--- config.mk ---
export PLATFORM = sky130hd
export DESIGN_NAME = rsg_raster_sync
export DESIGN_NICKNAME = d
export VERILOG_FILES = /design/src/rsg_pkg.sv /design/src/rsg_stream_if.sv /design/src/rsg_skid_buf.sv /design/src/rsg_raster_sync.sv
export SDC_FILE = /design/constraint.sdc
export NUM_CORES = 1
export LEC_CHECK = 0
export BUFFER_PORTS_ARGS = -buffer_cell sky130_fd_sc_hd__buf_4
export CAP_MARGIN = 40
export CORE_MARGIN = 1
export CORE_UTILIZATION = 56
export DETAILED_ROUTE_END_ITERATION = 10
export PLACE_DENSITY = 0.8
export SLEW_MARGIN = 10
export SYNTH_ARGS = -nofsm -noshare
export SYNTH_HDL_FRONTEND = slang
export SYNTH_SLANG_ARGS = --single-unit
--- constraint.sdc ---
create_clock -name CORE_CLK -period 3.2 [get_ports CORE_CLK]
set_input_delay 0.32 -clock CORE_CLK [delete_from_list [all_inputs] [get_ports CORE_CLK]]
set_output_delay 0.32 -clock CORE_CLK [all_outputs]
set_load 0.005 [all_outputs]
--- src/rsg_pkg.sv ---
// Package of raster timing constants and pixel types for the sync generator
package rsg_pkg;

  // Pixel clock rate the timing is written for, in MHz
  localparam int PIXEL_CLK_MHZ = 25;

  // Horizontal timing in pixel-clock cycles
  localparam int H_SYNC   = 96;
  localparam int H_BACK   = 48;
  localparam int H_ACTIVE = 640;
  localparam int H_FRONT  = 16;
  localparam int H_TOTAL  = H_SYNC + H_BACK + H_ACTIVE + H_FRONT;

  // Vertical timing in lines
  localparam int V_SYNC   = 2;
  localparam int V_BACK   = 33;
  localparam int V_ACTIVE = 480;
  localparam int V_FRONT  = 10;
  localparam int V_TOTAL  = V_SYNC + V_BACK + V_ACTIVE + V_FRONT;

  // Counter widths
  localparam int H_W = 10;
  localparam int V_W = 10;

  // Colour depth per channel
  localparam int COLOR_W = 4;
  localparam int PIXEL_W = 3 * COLOR_W;

  // Reset values
  localparam logic [H_W-1:0]     H_RESET     = 10'h000;
  localparam logic [V_W-1:0]     V_RESET     = 10'h000;
  localparam logic [PIXEL_W-1:0] PIXEL_BLANK = 12'h000;

  // Pixel word: red in the top nibble, blue in the bottom
  typedef logic [PIXEL_W-1:0] rsg_pixel_t;

endpackage

--- src/rsg_stream_if.sv ---
// Valid/ready pixel stream between the source buffer and the raster core
`timescale 1ns/1ps
interface rsg_stream_if;
  logic                valid;
  logic                ready;
  rsg_pkg::rsg_pixel_t data;

  modport src (output valid, output data, input ready);
  modport snk (input valid, input data, output ready);
endinterface

--- src/rsg_skid_buf.sv ---
// Two-entry pixel buffer with valid and ready on both sides
`timescale 1ns/1ps
module rsg_skid_buf
#(
  parameter int WIDTH = rsg_pkg::PIXEL_W,
  parameter int DEPTH = 2
)
(
  // Clock and reset
  input  wire logic             clk,
  input  wire logic             rst,
  // Filling side
  input  wire logic             in_valid,
  output logic                  in_ready,
  input  wire logic [WIDTH-1:0] in_data,
  // Draining side
  rsg_stream_if.src             out
);

  initial
  begin
    if (DEPTH != 2)
      $error("rsg_skid_buf supports DEPTH of 2 only");
  end

  logic [WIDTH-1:0] mem_reg [DEPTH];
  logic [WIDTH-1:0] mem_next [DEPTH];
  logic             wr_ptr_reg;
  logic             wr_ptr_next;
  logic             rd_ptr_reg;
  logic             rd_ptr_next;
  logic [1:0]       count_reg;
  logic [1:0]       count_next;
  logic             push;
  logic             pop;

  // Handshakes: honest full and empty
  assign in_ready  = (count_reg != 2'h2);
  assign out.valid = (count_reg != 2'h0);
  assign out.data  = mem_reg[rd_ptr_reg]; // Read data from a register
  assign push      = in_valid && in_ready;
  assign pop       = out.valid && out.ready;

  // Next pointer, count and storage
  always_comb
  begin
    mem_next    = mem_reg;
    wr_ptr_next = wr_ptr_reg;
    rd_ptr_next = rd_ptr_reg;
    if (push)
    begin
      mem_next[wr_ptr_reg] = in_data;
      wr_ptr_next          = ~wr_ptr_reg;
    end
    if (pop)
      rd_ptr_next = ~rd_ptr_reg;
    count_next = count_reg + {1'b0, push} - {1'b0, pop};
  end

  // Register buffer state
  always_ff @(posedge clk)
  begin
    if (rst)
    begin
      wr_ptr_reg <= 1'b0;
      rd_ptr_reg <= 1'b0;
      count_reg  <= 2'h0;
      for (int i = 0; i < DEPTH; i++)
        mem_reg[i] <= '0;
    end
    else
    begin
      wr_ptr_reg <= wr_ptr_next;
      rd_ptr_reg <= rd_ptr_next;
      count_reg  <= count_next;
      mem_reg    <= mem_next;
    end
  end

endmodule

--- src/rsg_raster_sync.sv ---
// Raster sync generator: 640x480 line and frame sync with 4-bit colour
// Operation
// - Line sync low 96 cycles, then high
// - Line sync starts each row: sync, back, display, front
// - Back porch 48 cycles, colour held zero
// - Display 640 cycles, colour zero in the first, then one new pixel each
// - Front porch 16 cycles, colour zero after the first, which still shows the last pixel
// - Frame sync low for 2 lines
// - Blank 33, show 480, blank 10 lines
// - All timing steps on the pixel clock
// - Red, green, blue each 4-bit levels
// - Sync outputs driven as plain digital pins
`timescale 1ns/1ps
module rsg_raster_sync
#(
  parameter int H_SYNC   = rsg_pkg::H_SYNC,
  parameter int H_BACK   = rsg_pkg::H_BACK,
  parameter int H_ACTIVE = rsg_pkg::H_ACTIVE,
  parameter int H_FRONT  = rsg_pkg::H_FRONT,
  parameter int V_SYNC   = rsg_pkg::V_SYNC,
  parameter int V_BACK   = rsg_pkg::V_BACK,
  parameter int V_ACTIVE = rsg_pkg::V_ACTIVE,
  parameter int V_FRONT  = rsg_pkg::V_FRONT
)
(
  // Pixel clock and synchronous reset
  input  wire logic                        CORE_CLK,
  input  wire logic                        SYS_RST,
  // Pixel source stream
  input  wire logic                        PIX_VALID,
  output logic                             PIX_READY,
  input  wire logic [rsg_pkg::PIXEL_W-1:0] PIX_DATA,
  // Position of the next pixel requested
  output logic [rsg_pkg::H_W-1:0]          PIX_COL,
  output logic [rsg_pkg::V_W-1:0]          PIX_ROW,
  output logic                             PIX_UNDERRUN,
  // Monitor pins
  output logic                             LINE_SYNC_OUT,
  output logic                             FRAME_SYNC_OUT,
  output logic [rsg_pkg::COLOR_W-1:0]      RED_OUT,
  output logic [rsg_pkg::COLOR_W-1:0]      GREEN_OUT,
  output logic [rsg_pkg::COLOR_W-1:0]      BLUE_OUT
);

  localparam int H_TOT = H_SYNC + H_BACK + H_ACTIVE + H_FRONT;
  localparam int V_TOT = V_SYNC + V_BACK + V_ACTIVE + V_FRONT;
  localparam int HW    = rsg_pkg::H_W;
  localparam int VW    = rsg_pkg::V_W;
  localparam int CW    = rsg_pkg::COLOR_W;

  // Counters must fit the programmed totals
  initial
  begin
    if (H_TOT > (1 << HW) || V_TOT > (1 << VW) || H_SYNC < 1 || V_SYNC < 1
        || H_ACTIVE < 1 || V_ACTIVE < 1)
      $error("rsg_raster_sync: timing does not fit the counters");
  end

  typedef enum logic [1:0] {ST_SYNC, ST_BACK, ST_SHOW, ST_FRONT} rsg_phase_t;

  // Phase of a position within a line or a frame
  function automatic rsg_phase_t phase_of(input int pos, input int sync,
                                          input int back, input int show);
    if (pos < sync)
      return ST_SYNC;
    else if (pos < sync + back)
      return ST_BACK;
    else if (pos < sync + back + show)
      return ST_SHOW;
    else
      return ST_FRONT;
  endfunction

  // Counter restart values, declared before the logic that uses them
  localparam logic [HW-1:0] H_RESET_C = rsg_pkg::H_RESET;
  localparam logic [VW-1:0] V_RESET_C = rsg_pkg::V_RESET;

  rsg_stream_if pix_if ();

  logic [HW-1:0] h_reg;
  logic [HW-1:0] h_next;
  logic [VW-1:0] v_reg;
  logic [VW-1:0] v_next;
  logic          lsync_reg;
  logic          lsync_next;
  logic          fsync_reg;
  logic          fsync_next;
  logic [rsg_pkg::PIXEL_W-1:0] color_reg;
  logic [rsg_pkg::PIXEL_W-1:0] color_next;
  logic          under_reg;
  logic          under_next;
  rsg_phase_t    h_phase;
  rsg_phase_t    v_phase;
  logic          show;

  // Two-entry buffer in the pixel path
  rsg_skid_buf #(
    .WIDTH (rsg_pkg::PIXEL_W),
    .DEPTH (2)
  ) u_buf (
    .clk      (CORE_CLK),
    .rst      (SYS_RST),
    .in_valid (PIX_VALID),
    .in_ready (PIX_READY),
    .in_data  (PIX_DATA),
    .out      (pix_if.src)
  );

  // Current position decode
  assign h_phase = phase_of(int'(h_reg), H_SYNC, H_BACK, H_ACTIVE);
  assign v_phase = phase_of(int'(v_reg), V_SYNC, V_BACK, V_ACTIVE);
  assign show    = (h_phase == ST_SHOW) && (v_phase == ST_SHOW);
  assign pix_if.ready = show;

  // Next counters, sync levels and colour
  always_comb
  begin
    h_next = h_reg + 10'h001;
    v_next = v_reg;
    if (int'(h_reg) == H_TOT - 1)
    begin
      h_next = H_RESET_C;
      if (int'(v_reg) == V_TOT - 1)
        v_next = V_RESET_C;
      else
        v_next = v_reg + 10'h001;
    end
    lsync_next = (phase_of(int'(h_next), H_SYNC, H_BACK, H_ACTIVE)
                  != ST_SYNC);
    fsync_next = (phase_of(int'(v_next), V_SYNC, V_BACK, V_ACTIVE)
                  != ST_SYNC);
    color_next = rsg_pkg::PIXEL_BLANK;
    under_next = 1'b0;
    if (show)
    begin
      if (pix_if.valid)
        color_next = pix_if.data;
      else
        under_next = 1'b1; // Source starved: black pixel
    end
  end

  // Register raster state
  always_ff @(posedge CORE_CLK)
  begin
    if (SYS_RST)
    begin
      h_reg     <= H_RESET_C;
      v_reg     <= V_RESET_C;
      lsync_reg <= 1'b1;
      fsync_reg <= 1'b1;
      color_reg <= rsg_pkg::PIXEL_BLANK;
      under_reg <= 1'b0;
    end
    else
    begin
      h_reg     <= h_next;
      v_reg     <= v_next;
      lsync_reg <= lsync_next;
      fsync_reg <= fsync_next;
      color_reg <= color_next;
      under_reg <= under_next;
    end
  end

  // Pin outputs straight from flip-flops
  assign LINE_SYNC_OUT  = lsync_reg;
  assign FRAME_SYNC_OUT = fsync_reg;
  assign RED_OUT        = color_reg[3*CW-1:2*CW];
  assign GREEN_OUT      = color_reg[2*CW-1:CW];
  assign BLUE_OUT       = color_reg[CW-1:0];
  assign PIX_UNDERRUN   = under_reg;

  // Pixel position, valid during display only
  assign PIX_COL = show ? h_reg - HW'(H_SYNC + H_BACK) : '0;
  assign PIX_ROW = show ? v_reg - VW'(V_SYNC + V_BACK) : '0;

endmodule

### Yosys cells after proc, flatten, opt, wreduce, memory -nomap -nowiden

Cells that the tools add are included.

| word-level totals | value |
|---|---|
| flip-flop bits (word level) | 63 |
| bits of input ports | 15 |
| output and inout port bits | 36 |
| word-level logic and storage cells | 76 |

| operators by class | value |
|---|---|
| $add $sub $neg | 6 |
| order comparisons | 15 |
| equality and inequality tests | 5 |
| muxes and demuxes | 24 |
| bitwise gates (word level) | 6 |
| reduce and logical (&&, ||, !) cells | 9 |

Operators by type and width:

| operator | count |
|---|---|
| 2-to-1 mux 10 bit | 5 |
| 2-to-1 mux 12 bit | 4 |
| < comparator 10 bit (second input constant) | 4 |
| bitwise mux 24 bit | 1 |
| adder 10 x 1 -> 10 bit (second input constant) | 2 |
| < comparator 10 x 2 -> 1 bit (second input constant) | 2 |
| < comparator 10 x 6 -> 1 bit (second input constant) | 2 |
| < comparator 10 x 7 -> 1 bit (second input constant) | 2 |
| < comparator 10 x 8 -> 1 bit (second input constant) | 2 |
| 2-to-1 mux 2 bit | 8 |
| demux 12 bit (select 1 bit) | 1 |
| == test 10 bit (second input constant) | 1 |
| == test 10 x 9 -> 1 bit (second input constant) | 1 |
| subtractor 10 x 6 -> 10 bit (second input constant) | 1 |
| subtractor 10 x 8 -> 10 bit (second input constant) | 1 |
| nonzero test 2 bit | 3 |
| 2-to-1 mux 1 bit | 5 |
| == test 2 bit (second input constant) | 2 |
| greater-or-equal comparator 2 bit (second input constant) | 2 |
| logical AND 1 bit | 4 |
| inverter 1 bit | 4 |
| inverter 1 -> 2 bit | 2 |
| OR reduction 3 bit | 1 |
| adder 2 x 1 -> 2 bit | 1 |
| other kinds (4) | 4 |

### Longest topological paths before layout

Gate-level depths: netlist of run 1.

| depth | value |
|---|---|
| depth in word-level cells | 8 |
| depth in mapped cells | 11 |
| gate-level depth less buffers | 10 |

### Cells and area by module

From an unflattened synthesis of run 1, not the netlist that was laid out.

| unflattened totals | value |
|---|---|
| cell total of the unflattened synthesis | 365 |
| area total of the unflattened synthesis | 3223.1 um^2 |

By module, submodules not included:

| module | times used | cells an instance | area an instance (um^2) | sequential area each (um^2) |
|---|---|---|---|---|
| rsg_raster_sync | 1 | 222 | 1873.0 | 700.7 |
| rsg_skid_buf | 1 | 143 | 1350.0 | 560.5 |

### Least setup slack after synthesis of run 1

No wires, ideal clock.

| path | value |
|---|---|
| kind | reg-to-reg |
| start | register v_reg[0] |
| end | register u_buf.count_reg[0] |
| library setup time | 0.123 ns |
| arrival time | 2.149 ns |
| data required time | 3.077 ns |
| slack | 0.928 ns |
| cell stages (with the launch flop) | 9 |
| path buffers | 1 |
| period minus slack after synthesis | 2.272 ns |
| cell sequence | dfxtp_1 -> ha_1 -> o41ai_2 -> a21oi_1 -> o211ai_2 -> clkbuf_1 -> o21ai_0 -> ha_1 -> nor2b_1 |

| on the way | value |
|---|---|
| cells in the longest elaborated chain, start to end | 8 |
| elaborated cells between the ends (all ways) | 10 |
| classes of those cells | add/sub (1); order compare (3); eq/ne (1); mux (3); reduce/logical (2) |

Ends and longest elaborated chain:

| what | RTL line | source |
|---|---|---|
| start, declared | rsg_raster_sync.sv:82 | `logic [VW-1:0] v_reg;` |
| start signal, assigned | rsg_raster_sync.sv:158 | `v_reg <= v_next;` |
| < comparator 10 bit | rsg_raster_sync.sv:68 | `else if (pos < sync + back + show)` |
| 2-to-1 mux 1 bit | rsg_raster_sync.sv:68 |  |
| 2-to-1 mux 2 bit | rsg_raster_sync.sv:66 | `else if (pos < sync + back)` |
| 2-to-1 mux 2 bit (*) | rsg_raster_sync.sv:64 | `if (pos < sync)` |
| == test 2 bit (*) | rsg_raster_sync.sv:112 | `assign show = (h_phase == ST_SHOW) && (v_phase == ST_SHOW);` |
| logical AND 1 bit (*) | rsg_raster_sync.sv:112 |  |
| logical AND 1 bit (*) | rsg_skid_buf.sv:42 | `assign pop = out.valid && out.ready;` |
| subtractor 2 x 1 -> 2 bit (*) | rsg_skid_buf.sv:57 | `count_next = count_reg + {1'b0, push} - {1'b0, pop};` |
| via u_buf.count_next[0] | rsg_skid_buf.sv:33 | `logic [1:0] count_next;` |
| end signal, assigned | rsg_skid_buf.sv:75 | `count_reg <= count_next;` |
| end, declared | rsg_skid_buf.sv:32 | `logic [1:0] count_reg;` |

The timed path passes the listed nets; every way through them passes the cells marked *.
A chain may end at the register's enable or synchronous reset.

### Worst setup path after layout of run 1

| path | value |
|---|---|
| start | register v_reg[0] |
| end | output PIX_ROW[5] (netlist bit) |

| on the way | value |
|---|---|
| cells in the longest elaborated chain, start to end | 7 |
| elaborated cells between the ends (all ways) | 10 |
| classes of those cells | add/sub (1); order compare (3); eq/ne (1); mux (4); reduce/logical (1) |

Ends and longest elaborated chain:

| what | RTL line | source |
|---|---|---|
| < comparator 10 bit | rsg_raster_sync.sv:68 |  |
| 2-to-1 mux 1 bit | rsg_raster_sync.sv:68 |  |
| 2-to-1 mux 2 bit | rsg_raster_sync.sv:66 |  |
| 2-to-1 mux 2 bit | rsg_raster_sync.sv:64 |  |
| == test 2 bit | rsg_raster_sync.sv:112 |  |
| logical AND 1 bit | rsg_raster_sync.sv:112 |  |
| 2-to-1 mux 10 bit (*) | rsg_raster_sync.sv:176 | `assign PIX_ROW = show ? v_reg - VW'(V_SYNC + V_BACK) : '0;` |
| end, declared | rsg_raster_sync.sv:35 | `output logic [rsg_pkg::V_W-1:0] PIX_ROW,` |

Every way passes the cells marked *; elsewhere a longest branch is shown, timed or not.

==> summary.txt, run 1 <==
Yosys
  – Compound-cell area share of the yosys netlist: a little over a tenth
  – Seq/Total Area, Yosys: 41.79%
  – Fraction of registers with async set/reset: 0%
  – Synth Area in Adders: 2.902%
  – Post-Syn Instances: 373
  – Mux share of post-synthesis cell area: 4.685%
  – Post-synth EDFFs: 0
  – Syn avg cell area: 8.091 µm²
  – Most common flop cell mapped by yosys: dfxtp_1
  – Combinational family with the most area after synthesis: simple AND/OR/NAND/NOR gates
  – Post-synthesis register bit count: 63
  – Synth warn: 0
  – Syn_nets: 395
  – Post-Syn Area: 3018 µm²
  – Post-synth cell types: 43
  – Post-synthesis xor/xnor area fraction: 6.095%
  – Synth Area in Simple Gates: 28.36%

Floorplan
  – Height of the die: 75.41 µm
  – Core area: 5140 µm²
  – Rows: 26
  – DIE WIDTH: around 75 µm
  – Starting density of the core: 58.71%
  – I/O pin count: 51
  – Die area: between 5000 and 6000 µm²

Finish
  – Commonest non-fill, non-tap cell in the layout: nand2_1
  – Largest register FFs: 24
  – Fill count: about 450
  – Antenna Cells: 0
  – Area delta synth->final: 18.62%
  – Final Non-Filler Cells: 484
  – Nets: 431
  – Final Core Density: 69.64%
  – Layout cells sized above 1: approximately a fifth
  – Most frequent cells in the layout: 64 x nand2_1, 63 x dfxtp_1, 50 x buf_4

Power and ir drop
  – Switching part of the total: 24.06%
  – Part of the power in registers: 50.2%
  – Combinational Power Share: under 10%
  – Int Pwr: approximately 1.3 mW
  – Leakage: 1.425 nW
  – Power Density: 461.4 nW/µm²
  – Clock power frac: 43.4%
  – Net switching power: 0.3974 mW
  – VDD IR max: 0.3248 mV

CTS
  – H-tree depth: 3
  – CTS Sinks: 63
  – Cts hold-fix bufs: 0
  – Maximum clock path buffer count: 2
  – Root buffer cell: clkbuf_8
  – Clk_lat worst skew: 340 ps
  – CTS resizes: 0
  – Total CTS buffers: 9
  – Total setup buffers inserted after CTS: 0
  – Clock-pin slew of the registers on the worst-case setup and hold paths: about 70 ps
  – CTS tree: yes

Placed design
  – Post-Place Cells: 468
  – Final Wtd Congestion: 0.8639
  – Pre-CTS setup slack: 729.6 ps
  – Number of port buffers: 50
  – Post-DP HPWL: 4.216 mm

Global route
  – GRT overflow: 0
  – First-pass GRT wire length: 10.49 mm
  – Gr usage total: 24.47%
  – Initial antenna violation count: 0
  – Vias in the first global route: 2363
  – Pin count of the biggest net entering global routing: 45

Timing
  – PnR worst setup slack: between 400 and 500 ps
  – Fin crit period: about 2700 ps
  – Worst rel slew slack: ~44%
  – Final Hold Viols: 0
  – Final Max Slew Viols: 0
  – Setup TNS: 0 ps
  – Fmax: around 370 MHz
  – Final worst-path cycle share: ~85%
  – Setup Skew: 8.341 ps
  – Least-Margin Pin Slew: 834.0 ps
  – RSZ-0062 raised after global routing: false
  – Final setup viols: 0

Worst setup path
  – Critical Path Source Type: flop
  – CP top delay family: simple AND/OR/NAND/NOR gates
  – Crit Path Max Fanout: 20
  – Crit Path Category: reg2out
  – CP max-delay cell: or3_1
  – CP Buf/Inv Count: 2
  – CP max stage delay: 400 ps
  – Worst EP required: 2880 ps
  – Crit-path cells: ha_1 > or3_1 > nor3_2 > o211ai_2 > buf_8 > nor3_1 > buf_4
  – Arrival @ worst endpoint: 2390 ps
  – Endpoint type of the worst setup path: output pin

Run status
  – Status: finished clean

Route
  – Routed Antenna Nets: 0
  – Final wirelength: 6.477 mm
  – Initial drt markers: 198
  – Via density: 5.512
  – DR pass1 iterations: 4
  – Via count: 2668
  – WL/cell: roughly 13 µm
  – DRC Markers: 0

Flow run
  – Max-Cap Viols: 0

Worst hold path
  – Worst hold path type: in2reg
==> area by class of cell <==
cell class                 count  area [µm²]  share of cell area (%)
inverter                      12       45.04                   1.258
clock buffer                  11       151.4                   4.229
multi-input combinational    272        1588                   44.36
tap                           70       87.58                   2.447
sequential                    63        1261                   35.23
clock inverter                 5       56.30                   1.573
timing repair buffer          51       390.4                   10.91
==> cell usage after synthesis (all sizes together), types with 2 or more instances <==
cell,count,area (µm²)
or3,8,55.05
clkbuf,19,71.32
nand2,64,240.2
nor2,50,207.7
nand3,10,50.05
nor3,12,70.07
or2,2,12.51
a21oi,39,195.2
o31a,2,17.52
inv,12,45.04
mux2i,13,130.1
nand4,5,31.28
ha,7,87.58
xor2,5,43.79
and3,4,25.02
o21ai,6,30.03
nand2b,4,27.53
xnor2,16,140.1
nor4,5,37.53
nor2b,3,18.77
dfxtp,63,1261
nor3b,2,15.01
and2,2,12.51
buf,7,52.54
o211ai,3,27.52
==> path summary, 6_finish.rpt <==
path                            end  slack [ps]              start  cells after the start
setup reg to reg     FRAME_SYNC_OUT         690           h_reg[4]                      7
setup / recovery         PIX_ROW[5]         490           v_reg[0]                      7
hold reg to reg   u_buf.mem_reg[20]         450  u_buf.mem_reg[20]                      2
hold / removal    u_buf.mem_reg[18]         230        PIX_DATA[6]                      3
==> power groups by stage <==
stage	Combinational [mW]	Sequential (mW)	Clock, mW
floorplan	0.0729	0.842	0
global placement	0.101	0.844	0
detailed placement	0.104	0.846	0
CTS	0.106	0.828	0.726
global route	0.120	0.831	0.751
finish	0.106	0.829	0.717
==> through the flow <==
step | cell area, µm² | hold WS [ps] | total power [mW]
6_report | 3580 | 231.6 | 1.652
5_1_grt | 3580 | 237.6 | 1.703
4_1_cts | 3580 | 225.8 | 1.660
3_5_place_dp | 3372 | 446.1 | 0.9503
3_3_place_gp | 3357 | 440.3 | 0.9458
2_1_floorplan | 3018 | 435.7 | 0.9150
==> worst register-to-register path, stage by stage, from the launching register on <==
cell      delay (ps)
dfxtp_1          540
ha_1             260
nand4b_4         140
nor4_2           520
and3_1           300
mux2_1           340
o211ai_1         170
nand4_1          110
==> cells by family after synthesis <==
| group | count (synthesis) |
|---|---|
| xor gates and xnor gates | 21 |
| adders and majority gates | 7 |
| DFF | 63 |
| AOI/OAI and AO/OA | 55 |
| muxes | 14 |
| buffers and inverters | 38 |
| and+or+nand+nor | 175 |
==> metal layers <==
layer	share of wire, %	GRT usage (%)	vias to the layer above	routed length [µm]
met1	45	31.40	1262	2928
met5	0	0	-	0
met4	2.1	11.52	0	138
met2	48	39.88	73	3115
met3	4.6	4.630	15	295
li1	-	-	1318	-
No activity file was read; power rests on OpenSTA's default activity.
==> inputs of run 2 (changes only) <==
CORE_UTILIZATION = 50   (was 56)
PLACE_DENSITY = 0.75   (was 0.8)
clock period = 2.27 ns   (was 3.2 ns; I/O delays follow)
==> summary.txt, run 2 (synthesis gave the netlist of run 1 again) <==
Worst setup path
  – Endpoint type of the worst setup path: output pin
  – Worst EP required: 2040 ps (-840 ps)
  – Crit path depth: 9 (+2)
  – Crit-path cells: ha_4 > buf_6 > o41ai_4 > a21oi_2 > o211ai_2 > buf_4 > buf_6 > nor2_1 > buf_4
  – CP top delay family: compound AO/OA/AOI/OAI gates
  – CP Buf/Inv Count: 4 (+2)
  – CP max stage delay: 340 ps (-60 ps)
  – Critical Path Source Type: flop
  – Crit Path Max Fanout: 6 (-70%)
  – Worst r2r path cells: 12 (+5)
  – Crit Path Category: reg2out
  – CP max-delay cell: dfxtp_2
  – Arrival @ worst endpoint: 2050 ps (-340 ps)

Run status
  – Status: finished, violations left
  – Failing checks: setup timing

Worst hold path
  – Hold path cells: 3 (unchanged)
  – Worst hold path type: in2reg

Finish
  – Largest register FFs: 24 (unchanged)
  – Commonest non-fill, non-tap cell in the layout: buf_4
  – Most frequent cells in the layout: 75 x buf_4, 64 x nand2_1, 60 x dfxtp_1
  – Final Core Density: 69.16% (-0.49 points)
  – Sequential cell area: 1265 µm² (+0.30%)
  – Antenna Cells: 0 (unchanged)
  – Footprint of the multi-input gates: 1693 µm² (+6.6%)
  – Fill count: 448 (-1.3%)
  – Layout cells sized above 1: 30.47% (+9.7 points)
  – Area delta synth->final: 30.06%
  – Final Non-Filler Cells: 515 (+6.4%)
  – Nets: 461 (+7.0%)

Floorplan
  – Rows: 27 (+3.8%)
  – I/O pin count: 51 (unchanged)
  – Starting density of the core: 53.17% (-5.5 points)
  – Die area: 6351 µm² (+12%)
  – Core area: 5675 µm² (+10%)
  – Height of the die: 79.69 µm (+5.7%)
  – DIE WIDTH: 79.69 µm (+5.7%)

CTS
  – Cts hold-fix bufs: 0 (unchanged)
  – Clock-pin slew of the registers on the worst-case setup and hold paths: 70 ps (about the same)
  – Total CTS buffers: 9 (unchanged)
  – Clk_lat worst skew: 340 ps (about the same)
  – Maximum clock path buffer count: 2 (unchanged)
  – CTS Sinks: 63 (unchanged)
  – Root buffer cell: clkbuf_8
  – CTS tree: yes
  – H-tree depth: 3 (unchanged)

Placed design
  – Pre-CTS setup slack: 133.2 ps (-596.4 ps)
  – Post-Place Cells: 494 (+5.6%)
  – Number of port buffers: 50 (unchanged)
  – Post-DP HPWL: 4.656 mm (+10%)
  – Final Wtd Congestion: 0.8258 (-4.4%)

Global route
  – Vias in the first global route: 2454 (+3.9%)
  – Pin count of the biggest net entering global routing: 45 (unchanged)
  – GRT overflow: 0 (unchanged)
  – Gr usage total: 23.91% (-0.56 points)
  – Initial antenna violation count: 0 (unchanged)
  – First-pass GRT wire length: 11.47 mm (+9.4%)

Route
  – WL/cell: 13.63 µm (+1.9%)
  – Final wirelength: 7.020 mm (+8.4%)
  – DR pass1 iterations: 5 (+1)
  – Via density: 5.229 (-5.1%)
  – DRC Markers: 0 (unchanged)
  – Via count: 2693 (+0.94%)
  – Routed Antenna Nets: 0 (unchanged)
  – Initial drt markers: 212 (+7.1%)

Timing
  – PnR worst setup slack: -9.008 ps (-503.0 ps)
  – Fmax: 438.8 MHz
  – Final Hold Viols: 0 (unchanged)
  – Worst rel slew slack: 45.47% (+1.3 points)
  – Final worst-path cycle share: 100.4%
  – Final setup viols: 5 (+5)
  – Fin crit period: 2279 ps
  – Least-Margin Pin Slew: 816.8 ps (-17.22 ps)
  – RSZ-0062 raised after global routing: true
  – Min Hold Slack: 133.6 ps (-98.06 ps)
  – Setup Skew: 7.039 ps (-1.302 ps)
  – Final Max Slew Viols: 0 (unchanged)

Power and ir drop
  – VDD IR max: 0.5659 mV (+74%)
  – Leakage: 1.574 nW (+10%)
  – Power Density: 586.2 nW/µm² (+27%)
  – Tot Pwr: 2.301 mW (+39%)

Flow run
  – Max-Cap Viols: 0 (unchanged)
==> run 2: cell types whose count changed in the layout (fill, tap and decap cells not counted), sizes merged <==
cell    before  now
buf         51   81
clkinv       3    1
clkbuf      11   12
==> run 2: routing by layer <==
metal  track usage [%]  vias to the layer above  routed length, µm
met2             36.58                       83               3312
met5                 0                        -                  0
met3             4.229                       11                357
li1                  -                     1379                  -
met4             13.45                        0                149
met1             31.58                     1220               3200
==> run 2: where the power goes <==
part           switching (mW)  internal [mW]  total (mW)
registers              0.0244           1.14        1.17
clock network           0.419          0.559       0.978
logic                  0.0893         0.0653       0.155
==> run 2: final timing paths <==
kind | from | to | slack (ps)
worst max-delay path | v_reg[1] | PIX_ROW[9] | -9
worst min-delay path | PIX_DATA[6] | u_buf.mem_reg[6] | 130
worst max register to register | v_reg[1] | u_buf.count_reg[1] | 50
worst min register to register | u_buf.mem_reg[3] | u_buf.mem_reg[3] | 460
==> run 2: metrics by stage <==
step,cell area [µm²],TNS (ps)
3_3_place_gp,3547,0
4_1_cts,3836,0
5_1_grt,3925,-1287
6_report,3925,-33.67
3_5_place_dp,3547,0
2_1_floorplan,3019,0
==> run 2: layout make-up <==
type	instances	area share, %
inverters	12	1.148
clock buffers	12	3.953
multi-input cells	272	43.13
repair buffers	81	16.16
well taps	72	2.295
clock inverters	3	1.084
flip-flops and latches	63	32.23
==> run 2: timing repair <==
action                                  4_1_cts  5_1_grt
pin swaps                                     4        8
endpoints found under the setup margin       20       26
buffers inserted                              5        0
resized for setup                            12       22
gates cloned                                  1        0
==> run 2: tightest hold or removal path, cell delays in order <==
cell and delay, ps:
buf_4 110, nand2_1 50, a21oi_1 50
